## config.mk

```make
export PLATFORM = sky130hd
export DESIGN_NAME = nand_cmd_guard
export DESIGN_NICKNAME = d
export VERILOG_FILES = /design/src/rtl/nand_guard_pkg.sv /design/src/rtl/nand_cmd_guard.sv
export VERILOG_INCLUDE_DIRS = /design/src /design/src/rtl
export SDC_FILE = /design/constraint.sdc
export NUM_CORES = 1
export LEC_CHECK = 0
export BUFFER_PORTS_ARGS = -buffer_cell sky130_fd_sc_hd__clkbuf_2
export CORE_ASPECT_RATIO = 1.25
export CORE_MARGIN = 3
export CORE_UTILIZATION = 30
export CTS_CLUSTER_SIZE = 40
export DETAILED_ROUTE_END_ITERATION = 8
export PLACE_DENSITY = 0.62
export SYNTH_ARGS = -nofsm -noshare
export SYNTH_HDL_FRONTEND = slang
export SYNTH_SLANG_ARGS = --single-unit
```

## constraint.sdc

```tcl
create_clock -name pclk -period 1.7 [get_ports pclk]
set_input_delay 0 -clock pclk [delete_from_list [all_inputs] [get_ports pclk]]
set_output_delay 0 -clock pclk [all_outputs]
set_load 0.01 [all_outputs]
```

## src/rtl/nand_guard_defines.svh

```systemverilog
// constants for the nand command guard controller
// assumes an 8-bit nand i/o bus and 32-bit apb registers
`ifndef NAND_GUARD_DEFINES_SVH
`define NAND_GUARD_DEFINES_SVH
// register byte offsets
`define REG_CMD 12'h000
`define REG_STAT 12'h004
`define REG_IRQ 12'h008
`define REG_MASK 12'h00c
`define REG_DATA 12'h010
// command codes
`define CMD_STATUS 8'h70
`define CMD_STATUS_MP 8'h71
`define CMD_RESET 8'hff
`define CMD_READ 8'h00
`define CMD_SERIAL_IN 8'h80
`define CMD_COL_CHG 8'h85
`define CMD_PROG 8'h10
`define CMD_PROG_MP 8'h11
`define CMD_PROG_CACHE 8'h15
`define CMD_CACHE_READ 8'h31
`define CMD_ERASE_SETUP 8'h60
`define CMD_ERASE_GO 8'hd0
// status byte bit positions
`define SB_FAIL 0
`define SB_FAIL_PREV 1
`define SB_PB_READY 5
`define SB_DC_READY 6
`define SB_NOT_PROT 7
// last count of a strobe phase; each phase lasts four clocks
`define STROBE_CYC 4'h3
// irq bit positions
`define IRQ_DONE 0
`define IRQ_REFUSED 1
`define IRQ_FAIL 2
`endif

```

## src/rtl/nand_guard_pkg.sv

```systemverilog
// types for the nand command guard controller
// assumes nand_guard_defines.svh for numeric constants
package nand_guard_pkg;
  // sequencer states
  typedef enum logic [2:0] {
    st_idle, st_cmd_set, st_cmd_hold, st_rd_low, st_rd_high
  } seq_type;
endpackage

```

## src/rtl/nand_cmd_guard.sv

```systemverilog
// host controller issuing guarded commands and status reads to nand
// assumes the nand i/o bus is joined by the bench from out/oe pairs
//
// The implementer's own choices: the APB slave port and the placing of the registers.
`timescale 1ns/10ps
`include "nand_guard_defines.svh"
module nand_cmd_guard
(
  // clock and reset
  input wire logic pclk,
  input wire logic presetn,
  // apb slave
  input wire logic psel,
  input wire logic penable,
  input wire logic pwrite,
  input wire logic [11:0] paddr,
  input wire logic [31:0] pwdata,
  output logic [31:0] prdata,
  output logic pready,
  output logic pslverr,
  // nand strobes
  output logic cmd_latch,
  output logic write_strobe_n,
  output logic read_strobe_n,
  output logic chip_enable_n,
  output logic write_protect_n,
  // nand i/o bus, enable low while driving
  input wire logic [7:0] io_in,
  output logic [7:0] io_out,
  output logic io_oe_n,
  input wire logic ready_busy_n,
  // interrupt
  output logic irq
);
  //////////////////////////////////////////////////////////////////////
  // state record
  typedef struct packed {
    nand_guard_pkg::seq_type st; // sequencer state
    logic [3:0] cnt; // strobe phase counter
    logic [7:0] cmd; // command being issued
    logic [7:0] last_cmd; // last command accepted
    logic serial_open; // serial data input in progress
    logic status_mode; // status output mode
    logic init_done; // first reset/status seen
    logic [7:0] status; // last status byte
    logic [7:0] data; // last read byte
    logic [2:0] irq_st; // sticky events
    logic [2:0] mask; // interrupt mask
    logic wp_n; // write protect drive
    logic [31:0] rdata; // apb read data
  } state_type;
  state_type q, d;
  logic wr_acc, rd_acc, allowed, known;
  //////////////////////////////////////////////////////////////////////
  // command filter
  always_comb
  begin
    wr_acc = psel && penable && pwrite;
    rd_acc = psel && penable && !pwrite;
    // only defined codes ever reach the pins
    case (pwdata[7:0])
      `CMD_STATUS, `CMD_STATUS_MP, `CMD_RESET, `CMD_READ,
      `CMD_SERIAL_IN, `CMD_COL_CHG, `CMD_PROG, `CMD_PROG_MP,
      `CMD_PROG_CACHE, `CMD_CACHE_READ, `CMD_ERASE_SETUP,
      `CMD_ERASE_GO: known = 1'b1;
      default: known = 1'b0;
    endcase
    allowed = known;
    // busy or still initialising: status and reset only, plus multi-plane status while busy once initialised
    if (!ready_busy_n || !q.init_done)
    begin
      allowed = (pwdata[7:0] == `CMD_STATUS) ||
                (pwdata[7:0] == `CMD_RESET) ||
                (ready_busy_n == 1'b0 && q.init_done &&
                 pwdata[7:0] == `CMD_STATUS_MP);
    end
    // during serial input only the listed follow-ups
    // other codes are refused so a program is never silently lost
    else if (q.serial_open)
    begin
      allowed = (pwdata[7:0] == `CMD_COL_CHG) ||
                (pwdata[7:0] == `CMD_PROG) ||
                (pwdata[7:0] == `CMD_PROG_MP) ||
                (pwdata[7:0] == `CMD_PROG_CACHE) ||
                (pwdata[7:0] == `CMD_RESET);
    end
  end
  //////////////////////////////////////////////////////////////////////
  // next state
  always_comb
  begin
    d = q;
    d.cnt = q.cnt + 4'h1;
    case (q.st)
      nand_guard_pkg::st_idle:
      begin
        d.cnt = 4'h0;
        if (wr_acc && paddr == `REG_CMD && q.st == nand_guard_pkg::st_idle)
        begin
          if (allowed)
          begin
            d.cmd = pwdata[7:0];
            d.st = nand_guard_pkg::st_cmd_set;
          end
          else
            d.irq_st[`IRQ_REFUSED] = 1'b1;
        end
        else if (rd_acc && paddr == `REG_DATA)
          d.st = nand_guard_pkg::st_rd_low;
      end
      nand_guard_pkg::st_cmd_set:
        if (q.cnt == `STROBE_CYC)
        begin
          d.cnt = 4'h0;
          d.st = nand_guard_pkg::st_cmd_hold;
        end
      nand_guard_pkg::st_cmd_hold:
        if (q.cnt == `STROBE_CYC)
        begin
          d.st = nand_guard_pkg::st_idle;
          d.last_cmd = q.cmd;
          case (q.cmd)
            `CMD_STATUS, `CMD_STATUS_MP:
            begin
              d.status_mode = 1'b1;
              d.init_done = 1'b1;
            end
            `CMD_RESET:
            begin
              d.serial_open = 1'b0;
              d.status_mode = 1'b0;
              d.init_done = 1'b1;
            end
            `CMD_SERIAL_IN:
            begin
              // opens a page load; no page address leaves this block,
              // so ascending page order rests with the software
              d.serial_open = 1'b1;
              d.status_mode = 1'b0;
            end
            // column change keeps the page load open
            `CMD_COL_CHG: d.status_mode = 1'b0;
            `CMD_READ: d.status_mode = 1'b0;
            default:
            begin
              d.serial_open = 1'b0;
              d.status_mode = 1'b0;
            end
          endcase
          d.irq_st[`IRQ_DONE] = 1'b1;
        end
      nand_guard_pkg::st_rd_low:
        if (q.cnt == `STROBE_CYC)
        begin
          d.cnt = 4'h0;
          d.st = nand_guard_pkg::st_rd_high;
          if (q.status_mode)
          begin
            d.status = io_in;
            // fail counts on any status read once ready, as last_cmd is then always a status code
            if (io_in[`SB_DC_READY] && io_in[`SB_PB_READY] &&
                (io_in[`SB_FAIL] || io_in[`SB_FAIL_PREV]) &&
                q.last_cmd != `CMD_READ &&
                q.last_cmd != `CMD_CACHE_READ)
              d.irq_st[`IRQ_FAIL] = 1'b1;
          end
          else
            d.data = io_in;
        end
      nand_guard_pkg::st_rd_high:
        if (q.cnt == `STROBE_CYC)
          d.st = nand_guard_pkg::st_idle;
      default: d.st = nand_guard_pkg::st_idle;
    endcase
    // register writes
    if (wr_acc && paddr == `REG_IRQ)
      d.irq_st = d.irq_st & ~(pwdata[2:0] & ~(d.irq_st ^ q.irq_st));
    if (wr_acc && paddr == `REG_MASK)
      d.mask = pwdata[2:0];
    // bit 0 of a status word write drives protection
    if (wr_acc && paddr == `REG_STAT)
      d.wp_n = pwdata[0];
    // read mux
    case (paddr)
      `REG_STAT: d.rdata = {21'h00_0000, q.status_mode, q.serial_open,
                            ready_busy_n, q.status};
      `REG_IRQ: d.rdata = {29'h0000_0000, q.irq_st};
      `REG_MASK: d.rdata = {29'h0000_0000, q.mask};
      `REG_DATA: d.rdata = {24'h00_0000, q.status_mode ? q.status : q.data};
      default: d.rdata = 32'h0000_0000;
    endcase
  end
  //////////////////////////////////////////////////////////////////////
  // state register
  always_ff @(posedge pclk or negedge presetn)
  begin
    if (!presetn)
    begin
      q <= '0;
    end
    else
      q <= d;
  end
  //////////////////////////////////////////////////////////////////////
  // outputs; data reads stall until the strobe cycle finishes
  always_comb
  begin
    pready = !(psel && penable) ||
             !(paddr == `REG_DATA && !pwrite) ||
             (q.st == nand_guard_pkg::st_rd_high && q.cnt == `STROBE_CYC);
    if (psel && penable && pwrite && paddr == `REG_CMD &&
        q.st != nand_guard_pkg::st_idle)
      pready = 1'b0;
    pslverr = 1'b0;
    // registered read word; a data read's byte is in it by the time
    // pready rises, so no path from the nand pins reaches prdata
    prdata = q.rdata;
    cmd_latch = (q.st == nand_guard_pkg::st_cmd_set) ||
                (q.st == nand_guard_pkg::st_cmd_hold);
    write_strobe_n = !(q.st == nand_guard_pkg::st_cmd_set);
    read_strobe_n = !(q.st == nand_guard_pkg::st_rd_low);
    chip_enable_n = (q.st == nand_guard_pkg::st_idle);
    write_protect_n = q.wp_n;
    io_out = q.cmd;
    io_oe_n = !cmd_latch;
    irq = |(q.irq_st & q.mask);
  end
endmodule

```

== Word level (Yosys, flattened, before mapping) ==
Cells that the tools add are included.
Word-level totals
  register bits: 81
Cells by class
  bitwise gates (word level): 9
  muxes and demuxes: 26
  equal/unequal tests: 31
  add/sub/neg operators: 1
  reductions and logical operators: 56
Operators by type and width (number)
  equality test 8 bit, second input constant: 7
  one-hot mux 11 bit (4 select lines): 1
  equality test 8 x 7 -> 1 bit, second input constant: 5
  equality test 12 x 4 -> 1 bit, second input constant: 2
  equality test 8 x 5 -> 1 bit, second input constant: 3
  logical AND 1 bit: 18
  logical NOT 8 bit: 2
  two-way mux 3 bit: 5
  AND reduction 3 bit: 5
  two-way mux 1 bit: 14
  two-way mux 7 bit: 2
  equality test 12 x 3 -> 1 bit, second input constant: 1
  equality test 12 x 5 -> 1 bit, second input constant: 1
  logical NOT 12 bit: 1
  one-hot mux 3 bit (4 select lines): 1
  one-hot mux 4 bit (3 select lines): 1
  OR reduction 12 bit: 1
  logical OR 1 bit: 11
  bitwise AND 3 bit: 3
  equality test 8 x 6 -> 1 bit, second input constant: 1
  logical NOT 1 bit: 8
  two-way mux 8 bit: 1
  != test 8 x 6 -> 1 bit, second input constant: 1
  nonzero test 8 bit: 1
  20 further kinds: 27

== Depth between registers and ports, before layout ==
Gate-level depths: netlist of run 1.
  depth after elaboration: 16
  gate-level depth with buffers: 6

== Worst setup path after synthesis of run 1 ==
OpenSTA, ideal clock, no wires.
  kind: register -> register
  from: register q[79] in the netlist's numbering
  to: register q (netlist bit io_out[0])
  path slack: -0.190 ns
  cell stages (with the launch flop): 5
  buffers on the path: 1
  arrival time: 1.765 ns
  library setup time: 0.125 ns
  required time: 1.575 ns
  cell sequence: dfrtp_1 -> clkbuf_1 -> nor3_1 -> o2111ai_4 -> mux2_2
Between the ends
  cells in the longest elaborated chain, start to end: 3
Ends and longest elaborated chain
  start: declaration: RTL line nand_cmd_guard.sv:52  | state_type q, d;
  start signal: assignment: RTL line nand_cmd_guard.sv:199  | q <= '0;
  start signal: assignment: RTL line nand_cmd_guard.sv:202  | q <= d;
  logical NOT 3 bit *
  net chip_enable_n: RTL line nand_cmd_guard.sv:25  | output logic chip_enable_n,
  logical AND 1 bit: RTL line nand_cmd_guard.sv:98  | if (wr_acc && paddr == `REG_CMD && q.st == nand_guard_pkg::st_idle)
  AND reduction 3 bit (no line) *
The timed path passes the listed nets; every way through them passes the cells marked *.
A chain may end at the register's enable or synchronous reset.

== Worst setup path after layout of run 1 ==
  from: register q[75] in the netlist's numbering
  to: output pready
Between the ends
  cells in the longest elaborated chain, start to end: 4
Ends and longest elaborated chain
  equality test 4 x 2 -> 1 bit (no line)
  logical AND 1 bit (no line)
  logical OR 1 bit: RTL line nand_cmd_guard.sv:208  | pready = !(psel && penable) ||
  two-way mux 1 bit: RTL line nand_cmd_guard.sv:211  | if (psel && penable && pwrite && paddr == `REG_CMD &&
  end: declaration: RTL line nand_cmd_guard.sv:19  | output logic pready,
No other way between the ends.

==> results.md, run 1 <==
- FF+latch area: 0.00150 mm2
- DRT iter0 DRCs: ~110
- Slowest cell on the critical path: dfrtp_1
- Filler cells: slightly below 1k
- Detailed placement HPWL: 5.69 mm
- Synth warn: 0
- Worst setup EP type: output port
- Met1 Track Usage GR: 16.4%
- Max Freq: 550 MHz
- Share of layout cells above drive strength 1: 41.6%
- DRC errors left: 0
- Clock sinks: 60
- CP Class: register to output port
- Top Usage Layer GRT: met2
- Synth async-reset ratio: 100%
- CTS tree: done
- # nets final: 444
- Peak supply drop: just under 0.5 mV
- Post-Syn Area: 0.00318 mm2
- Initial core utilization: 31.1%
- Max-slew violations: 0
- Top cells by area, synth: dfrtp_1 (47%), mux2_2 (10%), buf_4 (9.7%)
- Worst path max stage delay: 0.38 ns
- Port bufs: 60
- Rel. slew slack: 60.4%
- Vias in the first global route: ~2.4k
- Die X: 98.0 um
- Syn avg cell area: approximately 11 um2
- Worst hold margin: approximately 0.025 ns
- First-pass GRT wire length: 12.4 mm
- Reg2reg setup slack: -0.03 ns
- Crit path max fanout: 4
- Area leader, netlist: dfrtp_1
- WP buf/inv: 1
- Core Region: 0.0102 mm2
- Die Footprint: approximately 0.012 mm2
- Final Hold Violating Endpoints: 0
- Clk buf depth: 2
- Worst Tran Pin Value: slightly below 0.6 ns
- Setup WS pre-CTS: -0.135 ns
- Critical-path cell list: ha_2 -> nor3b_4 -> a31oi_1 -> a21oi_1 -> or3_4 -> clkbuf_2
- IO Count: 107
- N_diodes: 0
- RSZ-0062 raised after global routing: yes
- Crit start category: register
- Seq cells post-synth: 60
- Max_cap viols: 0
- Worst skew pair latency: 0.33 ns
- Crit share post-route: 107%
- Met2 Resource Use GR: 22.2%
- Post-synthesis sequential area ratio: 47.3%
- Top delay family on crit path: simple AND/OR/NAND/NOR gates
- Tmin final: between 1.5 and 2 ns
- Pleak: around 0.0021 uW
- Post-route worst setup slack: -0.119 ns
- Clock-pin slew on the worst setup and hold paths: 0.05 ns
- Most used DFF post-synth: dfrtp_1
- Fin area: 0.00426 mm2
- Setup TNS: -0.318 ns
- Synth top area share: 47.3%
- Area growth from synthesis to layout: 34.0%
- Largest net degree at the start of global routing: 30
- Setup violations, final: 15
- Util after Layout: a little over two fifths
- Area occupied by multi-input gates: 0.00155 mm2
- Skew final: ~0.0056 ns
- TritonRoute pass-1 iters: 4
- Worst EP arrival: 1.82 ns
- Post-Synthesis Cells: 295
- Grt total ovfl: 0
- CTS Buf Count: 9
- Drt via density: ~4.8
- Core Rows: 41
- Root buf cell: clkbuf_16
- Routed WL: 7.81 mm
- Most frequent cells in the layout: clkbuf_2 (60), dfrtp_1 (60), nand2_1 (31), buf_4 (27), conb_1 (22)
- Vias: 2,484
- Total number of H-tree levels: 3
- Power per cell area: 866 mW/mm2
- Gr usage total: 13.3%
- Die height: 121 um
- Status: finished with violations
- Routability Congestion: approximately 0.8
- Area after DPL: 0.00363 mm2
- Initial antenna violation count: 0
- Worst min path class: input pin to register
- Failing checks: negative setup slack
- GRT met3 Usage: under 10%
- CP required: 1.70 ns
- Count of cell types in the netlist: 57
- Post-synth EDFFs: 0
- Final ANT Viol Nets: 0
- Wire per inst: 15.1 um
-- cell type report --
class | count | area share (%)
repair buffers | 104 | 16.6
clock buffers | 11 | 5.94
inverters | 2 | 0.176
multi-input cells | 208 | 36.5
well taps | 129 | 3.79
clock inverters | 4 | 1.70
flip-flops and latches | 60 | 35.3
-- routing by layer --
| metal | wire length, um | part of all wire, % |
|---|---|---|
| met5 | 0 | 0 |
| met4 | 124 | 1.6 |
| met3 | 386 | 4.9 |
| met2 | 3940 | 50 |
| met1 | 3360 | 43 |
-- final timing paths --
| path | startpoint | endpoint | cells past startpoint |
|---|---|---|---|
| max | q[75] | pready | 6 |
| min | pwdata[5] | io_out[5] | 2 |
| max reg2reg | q[74] | q[53] | 5 |
| min reg2reg | q[60] | q[60] | 2 |
| max in group asynchronous | presetn | q[80] | 3 |
| min in group asynchronous | presetn | q[55] | 2 |
-- worst register-to-register path, cell delays in order, from the launching register on --
cell and delay (ns):
dfrtp_1 0.36, ha_2 0.20, or3b_2 0.50, nor2_4 0.13, nand2_2 0.12, mux2_2 0.31
-- kinds of logic after synthesis --
| logic type | after synthesis | synth area share [%] |
|---|---|---|
| AO/OA/AOI/OAI | 37 | 9.61 |
| multiplexers | 33 | 11.5 |
| flip-flops | 60 | 47.3 |
| buffers and inverters | 49 | 10.8 |
| AND/OR/NAND/NOR | 110 | 19.2 |
| other | 1 | 0.118 |
| adder cells (fa/ha/maj) | 1 | 0.394 |
| XOR/XNOR | 4 | 1.10 |
-- cells in the mapped netlist, types with 2 or more instances --
library cell	n
dfrtp_1	60
buf_4	41
nand2_1	32
mux2_2	29
nor2_1	19
nand3_1	10
a22o_1	6
nor4_1	6
o21ai_0	5
a21oi_1	4
mux2i_1	4
nand2b_1	4
nand4_1	4
nor3_1	4
a221o_1	3
a31oi_1	3
and2_1	3
buf_2	3
clkbuf_1	3
nor2b_1	3
nor3b_1	3
or3_1	3
or4_1	3
xor2_1	3
a21o_1	2
inv_1	2
nand3b_1	2
or3b_2	2
-- flip-flops by register name, indices dropped and copies added, names as in the netlist --
signal and cells:
q 40, prdata 11, write_protect_n 1, io_out 8
-- repair_timing --
item,CTS,global route
setup endpoints to repair,26,34
resized for setup,13,22
setup buffers,3,1
gates cloned,1,0
hold endpoints to repair,38,0
pin swaps,6,2
hold buffers,11,0
-- power breakdown --
group	leakage [uW]	internal, uW	switching (uW)
registers	0.000795	1450	13.5
clock network	0.000158	1350	631
logic	0.00112	106	134
total	0.00207	2910	779
-- metrics by stage --
stage          cells  power, uW
5_1_grt          518       3810
2_1_floorplan    316       1600
6_report         518       3690
3_3_place_gp     487       1690
3_5_place_dp     487       1700
4_1_cts          517       3700
Power figures use the tool's default switching activity.
==> inputs of run 2 (changes only) <==
Settings changed: ABC_AREA from default to 1, MAX_ROUTING_LAYER from default to met4.
==> results.md, run 2 <==
- Gr usage total: 13.0% (-0.33 points)
- Design Power: 4840 uW (+31%)
- Vias in the first global route: 2,722 (+12%)
- Die X: 100 um (+2.3%)
- Reg2Reg Launch Point: q[74]
- Setup TNS: 0 ns (+0.318 ns)
- DRT iter0 DRCs: 139 (+28%)
- Commonest non-fill, non-tap cell in the layout: nand2_1
- Total number of H-tree levels: 3 (unchanged)
- Crit path max fanout: 11 (+7)
- Core Region: 0.0107 mm2 (+5.0%)
- Area growth from synthesis to layout: 23.1%
- Core Rows: 42 (+2.4%)
- Clk buf depth: 2 (unchanged)
- Syn avg cell area: 8.22 um2 (-24%)
- Final Hold Violating Endpoints: 0 (unchanged)
- Hold Crit Start: pwdata[2]
- Worst min path class: input pin to register
- First-pass GRT wire length: 12.5 mm (+0.78%)
- Vias: 2,736 (+10%)
- Post-synthesis mux area share: 2.14% (-9.4 points)
- Clock sinks: 60 (unchanged)
- Initial antenna violation count: 0 (unchanged)
- CP Class: register to register
- Worst path max stage delay: 0.39 ns (about the same)
- Worst EP arrival: 1.75 ns (-0.07 ns)
- Area leader, netlist: dfrtp_1
- Count of cell types in the netlist: 41 (-28%)
- Crit path from: q[74]
- Grt total ovfl: 0 (unchanged)
- CTS tree: done
- Crit start category: register
- DRC errors left: 0 (unchanged)
- Power per cell area: 1180 mW/mm2 (+36%)
- Synth top area share: 45.0% (-2.3 points)
- Max reg flops: 40 (unchanged)
- Worst setup EP type: register
- Seq cells post-synth: 60 (unchanged)
- Skew final: 0.00521 ns (-0.000429 ns)
- Routability Congestion: 0.875 (+8.9%)
- Top reg by flops: q
- Peak supply drop: 0.496 mV (+3.0%)
- Port bufs: 60 (unchanged)
- Filler cells: 1,142 (+17%)
- Routed WL: 7.43 mm (-4.9%)
- Post-synth EDFFs: 0 (unchanged)
- Largest net degree at the start of global routing: 61 (+100%)
- Die height: 124 um (+2.4%)
- Post-synth top cells: nand2_1 (90), dfrtp_1 (60), buf_4 (42)
- Compound-gate portion of the synthesized area: 9.94% (+0.33 points)
- CP required: 1.91 ns (+0.21 ns)
- XOR/XNOR Fraction of Synth Area: 0.525% (-0.58 points)
- Setup violations, final: 0 (-15)
- # nets final: 536 (+21%)
- Detailed placement HPWL: 5.66 mm (-0.62%)
- Drt via density: 4.46 (-6.9%)
- Top cells by area, synth: dfrtp_1 (45%), nand2_1 (10%), buf_4 (9.5%)
- Max_cap viols: 0 (unchanged)
- IO Count: 107 (unchanged)
- Pleak: 0.00208 uW (+0.31%)
- Post-route insts no fill: 613 (+18%)
- Critical-path cell list: ha_1 -> nand2_2 -> nor2_2 -> nand2_1 -> buf_4 -> mux2_2
- Cell with the most instances after synthesis: nand2_1
- Die Footprint: 0.0124 mm2 (+4.8%)
- Area share of fa/ha/maj cells after synthesis: 0.375% (-0.019 points)
- Worst hold margin: 0.0162 ns (-0.00868 ns)
- Crit share post-route: 91.0% (-16 points)
- TritonRoute pass-1 iters: 4 (unchanged)
- Largest family of logic cells by synthesized area: simple AND/OR/NAND/NOR gates
- Final ANT Viol Nets: 0 (unchanged)
- Max-slew violations: 0 (unchanged)
- Slowest cell on the critical path: dfrtp_1
- Post-Syn Area: 0.00334 mm2 (+5.0%)
- Initial core utilization: 31.1% (about the same)
- Status: completed
- CTS Buf Count: 9 (unchanged)
- Synth warn: 0 (unchanged)
- Placed cells: 580 (+19%)
- Share of layout cells above drive strength 1: 25.8% (-16 points)
- Max Freq: 646 MHz (+18%)
- Root buf cell: clkbuf_16
- Post-Synthesis Cells: 406 (+38%)
- Synth async-reset ratio: 100% (unchanged)
- Post-Synth Simple-Gate Area: 25.9% (+6.7 points)
- Post-synthesis sequential area ratio: 45.0% (-2.3 points)
- Tmin final: 1.55 ns (-0.271 ns)
- Worst skew pair latency: 0.32 ns (about the same)
- Wire per inst: 12.1 um (-20%)
- N_diodes: 0 (unchanged)
- Most frequent cells in the layout: nand2_1 (89), clkbuf_2 (60), dfrtp_1 (60), inv_1 (39)
- Setup Buffers After CTS: 0 (-3)
- Clock-pin slew on the worst setup and hold paths: 0.05 ns (about the same)
- Most used DFF post-synth: dfrtp_1
- RSZ-0062 raised after global routing: no
==> run 2: through the flow <==
step                worst slack, ns  util [%]  instance area [um2]
floorplan                     0.240         -                 3410
global placement              0.119      33.8                 3620
detailed placement           0.0958      33.8                 3620
CTS                          0.0780      38.2                 4100
global route               0.000528      38.3                 4110
finish                        0.152      38.3                 4110
==> run 2: layer usage <==
layer	vias up	track usage, %	part of all wire (%)
met5	-	-	0
met4	0	4.30	0.23
met3	2	3.08	4.7
met2	85	20.6	50
met1	1255	16.4	45
li1	1394	-	-
==> run 2: worst max-delay path, delay by kind of cell, from the launching register on <==
kind                       cells  cell delay, ns
adders and majority gates      1            0.23
muxes                          1            0.35
buffers and inverters          1            0.20
and+or+nand+nor                3            0.27
DFF                            1            0.39
==> run 2: power by group <==
part	switching (uW)	leakage (uW)	internal, uW	total, uW
clock	608	0.000148	1270	1880
sequential	139	0.000759	1660	1800
combinational	707	0.00117	461	1170
total	1450	0.00208	3390	4840
==> run 2: kinds of logic after synthesis <==
family / Yosys count
AO/OA/AOI/OAI: 57
XOR/XNOR: 2
adder cells (fa/ha/maj): 1
buffers and inverters: 97
flip-flops: 60
multiplexers: 5
other: 1
AND/OR/NAND/NOR: 183
==> run 2: area by class of cell <==
cell class	instances	area, um2	share of cell area, %
Tap cell	132	165	4.02
Multi-Input combinational cell	270	1390	33.7
Timing Repair inverter	1	7.51	0.183
Timing Repair Buffer	84	548	13.3
Inverter	51	194	4.72
Sequential cell	60	1500	36.6
Clock inverter	5	77.6	1.89
Clock buffer	10	229	5.57
==> run 2: timing repair <==
item	4_1_cts	5_1_grt
setup endpoints to repair	0	8
hold buffers	17	0
endpoints found under the hold margin	85	0
gates resized for setup	0	4
==> run 2: worst paths after layout <==
kind	to	slack (ns)	cells past startpoint
min reg2reg	q[74]	0.47	1
max reg2reg	q[46]	0.15	6
max in group asynchronous	io_out[0]	1.20	3
max	q[46]	0.15	6
min in group asynchronous	prdata[6]	0.23	3
min	io_out[2]	0.02	3
==> inputs of run 3 (changes only) <==
Settings changed: ABC_AREA 1 to default.
==> results.md, run 3 (synthesis results as in run 1) <==
- Status: finished with violations
- Failing checks: negative setup slack
- Sw Ratio: 21.2% (-8.8 points)
- CTS Buf Count: 9 (unchanged)
- Root buf cell: clkbuf_16
- Top reg by flops: q
- Reg2Reg Launch Point: q[74]
- Core Rows: 41 (-2.4%)
- # nets final: 444 (-17%)
- Int Power: 2910 uW (-14%)
- Skew final: 0.00707 ns (+0.00187 ns)
- Worst Tran Pin Value: 0.586 ns
- R2r endpoint: q[53]
- Worst skew pair latency: 0.33 ns (about the same)
- Setup TNS: -0.229 ns (-0.229 ns)
- Crit path max fanout: 4 (-7)
- Most frequent cells in the layout: clkbuf_2 (60), dfrtp_1 (60), nand2_1 (31), buf_4 (27), conb_1 (22)
- Total number of H-tree levels: 3 (unchanged)
- Grt total ovfl: 0 (unchanged)
- Worst setup EP type: output port
- Power per cell area: 867 mW/mm2 (-26%)
- Clock sinks: 60 (unchanged)
- Hold Crit Start: pwdata[6]
- Final Hold Violating Endpoints: 0 (unchanged)
- Rel. slew slack: 60.9%
- Worst min path class: input pin to register
- Drt via density: 4.80 (+7.6%)
- Slowest cell on the critical path: dfrtp_1
- Setup violations, final: 6 (+6)
- IO Count: 107 (unchanged)
- Crit share post-route: 107% (+16 points)
- Placed cells: 487 (-16%)
- Part of the power in registers: 39.7% (+2.6 points)
- Tmin final: 1.81 ns (+0.265 ns)
- Hold path cells: 2 (-1)
- Crit start category: register
- Final ANT Viol Nets: 0 (unchanged)
- DRC errors left: 0 (unchanged)
- Critical-path cell list: ha_2 -> nor3b_4 -> a31oi_1 -> a21oi_1 -> or3_4 -> clkbuf_2
- Max-slew violations: 0 (unchanged)
- Core Region: 0.0102 mm2 (-4.8%)
- Die Footprint: 0.0119 mm2 (-4.5%)
- Worst path max stage delay: 0.39 ns (about the same)
- Routability Congestion: 0.814 (-6.9%)
- DRT iter0 DRCs: 108 (-22%)
- Die height: 121 um (-2.3%)
- RSZ-0062 raised after global routing: yes
- Hold EP: io_out[6]
- Worst r2r path cells: 5 (-1)
- Initial core utilization: 31.1% (about the same)
- Area growth from synthesis to layout: 34.0%
- CP Class: register to output port
- Share of layout cells above drive strength 1: 41.6% (+16 points)
- Die X: 98.0 um (-2.3%)
- Post-route insts no fill: 518 (-15%)
- Routed WL: 7.83 mm (+5.5%)
- TritonRoute pass-1 iters: 4 (unchanged)
- Max reg flops: 40 (unchanged)
- Post-route worst setup slack: -0.112 ns (-0.265 ns)
- Share of total power in combinational logic: 6.5% (-18 points)
- Clock-pin slew on the worst setup and hold paths: 0.05 ns (about the same)
- Largest net degree at the start of global routing: 30 (-51%)
- Port bufs: 60 (unchanged)
- First-pass GRT wire length: 12.4 mm (-0.89%)
- Switching component of the power: 783 uW (-46%)
- Max Freq: 552 MHz (-15%)
- Share of power burned in the clock network: 53.8% (+15 points)
- Initial antenna violation count: 0 (unchanged)
- N_diodes: 0 (unchanged)
- Vias in the first global route: 2,433 (-11%)
- Wire per inst: 15.1 um (+25%)
- Detailed placement HPWL: 5.69 mm (+0.62%)
- Reg2reg setup slack: -0.03 ns (-0.18 ns)
- Clk buf depth: 2 (unchanged)
- Peak supply drop: 0.485 mV (-2.4%)
- Vias: 2,488 (-9.1%)
- Gr usage total: 13.7% (+0.69 points)
- Worst EP arrival: 1.81 ns (+0.06 ns)
- CP required: 1.70 ns (-0.21 ns)
- Pleak: 0.00207 uW (-0.31%)
- CTS tree: done
- Max_cap viols: 0 (unchanged)
run 3: cell count changes in the layout (fill, tap and decap cells not counted), moves of 13 or more:
cell,before,now
o21ai_0,29,4
nand3_1,24,10
nand2_1,89,31
inv_1,39,2
buf_4,5,27
mux2_4,4,17
run 3: cell type report:
type                       count  area, um2
fill                         973       5950
inverter                       2       7.51
multi-input combinational    208       1550
sequential                    60       1500
clock inverter                 4       72.6
tap                          129        161
clock buffer                  11        253
timing repair buffer         104        707
run 3: repair_timing:
| action | 4_1_cts | 5_1_grt |
|---|---|---|
| hold buffers | 11 | 0 |
| pin swaps | 6 | 2 |
| gates resized for setup | 13 | 22 |
| hold endpoints to repair | 38 | 0 |
| cloned | 1 | 0 |
| setup endpoints to repair | 26 | 34 |
| buffers inserted | 3 | 1 |
run 3: through the flow:
stage               area [um2]  utilization [%]  hold slack, ns  total power [uW]  setup slack, ns
floorplan                 3260                -          -0.296              1600          -0.0345
global placement          3630             35.6          0.0363              1690          -0.0540
detailed placement        3630             35.6          0.0348              1700           -0.135
CTS                       4160             40.8          0.0140              3700           -0.106
global route              4260             41.7          0.0179              3800           -0.179
finish                    4260             41.7          0.0259              3690           -0.112
run 3: worst max-delay path: cells and delay by family (launching register included):
family	cells	cell delay (ns)
flops	1	0.39
simple gates	2	0.55
fa+ha+maj	1	0.19
compound gates	2	0.22
buf+inv	1	0.14
run 3: metal layers:
layer	GRT usage [%]	share of wire, %	vias to the layer above
met4	4.68	1.5	0
met3	3.62	5.0	14
met1	16.5	43	1212
met5	-	0	-
li1	-	-	1190
met2	22.3	51	72
run 3: power by group through the flow:
| stage | registers, uW | logic (uW) | clock network, uW |
|---|---|---|---|
| floorplan | 1480 | 118 | 0 |
| global placement | 1490 | 206 | 0 |
| detailed placement | 1490 | 210 | 0 |
| CTS | 1460 | 233 | 2000 |
| global route | 1470 | 265 | 2070 |
| finish | 1460 | 240 | 1990 |
run 3: how the worst max path moves through the flow:
stage	cells past startpoint	from	to	slack, ns
after floorplan	5	q[80]	q[39]	-0.03
after global placement	5	q[74]	q[47]	-0.05
after detailed placement	5	q[74]	q[48]	-0.14
after CTS	6	q[75]	pready	-0.11
after global routing	6	q[74]	pready	-0.18
final	6	q[74]	pready	-0.11
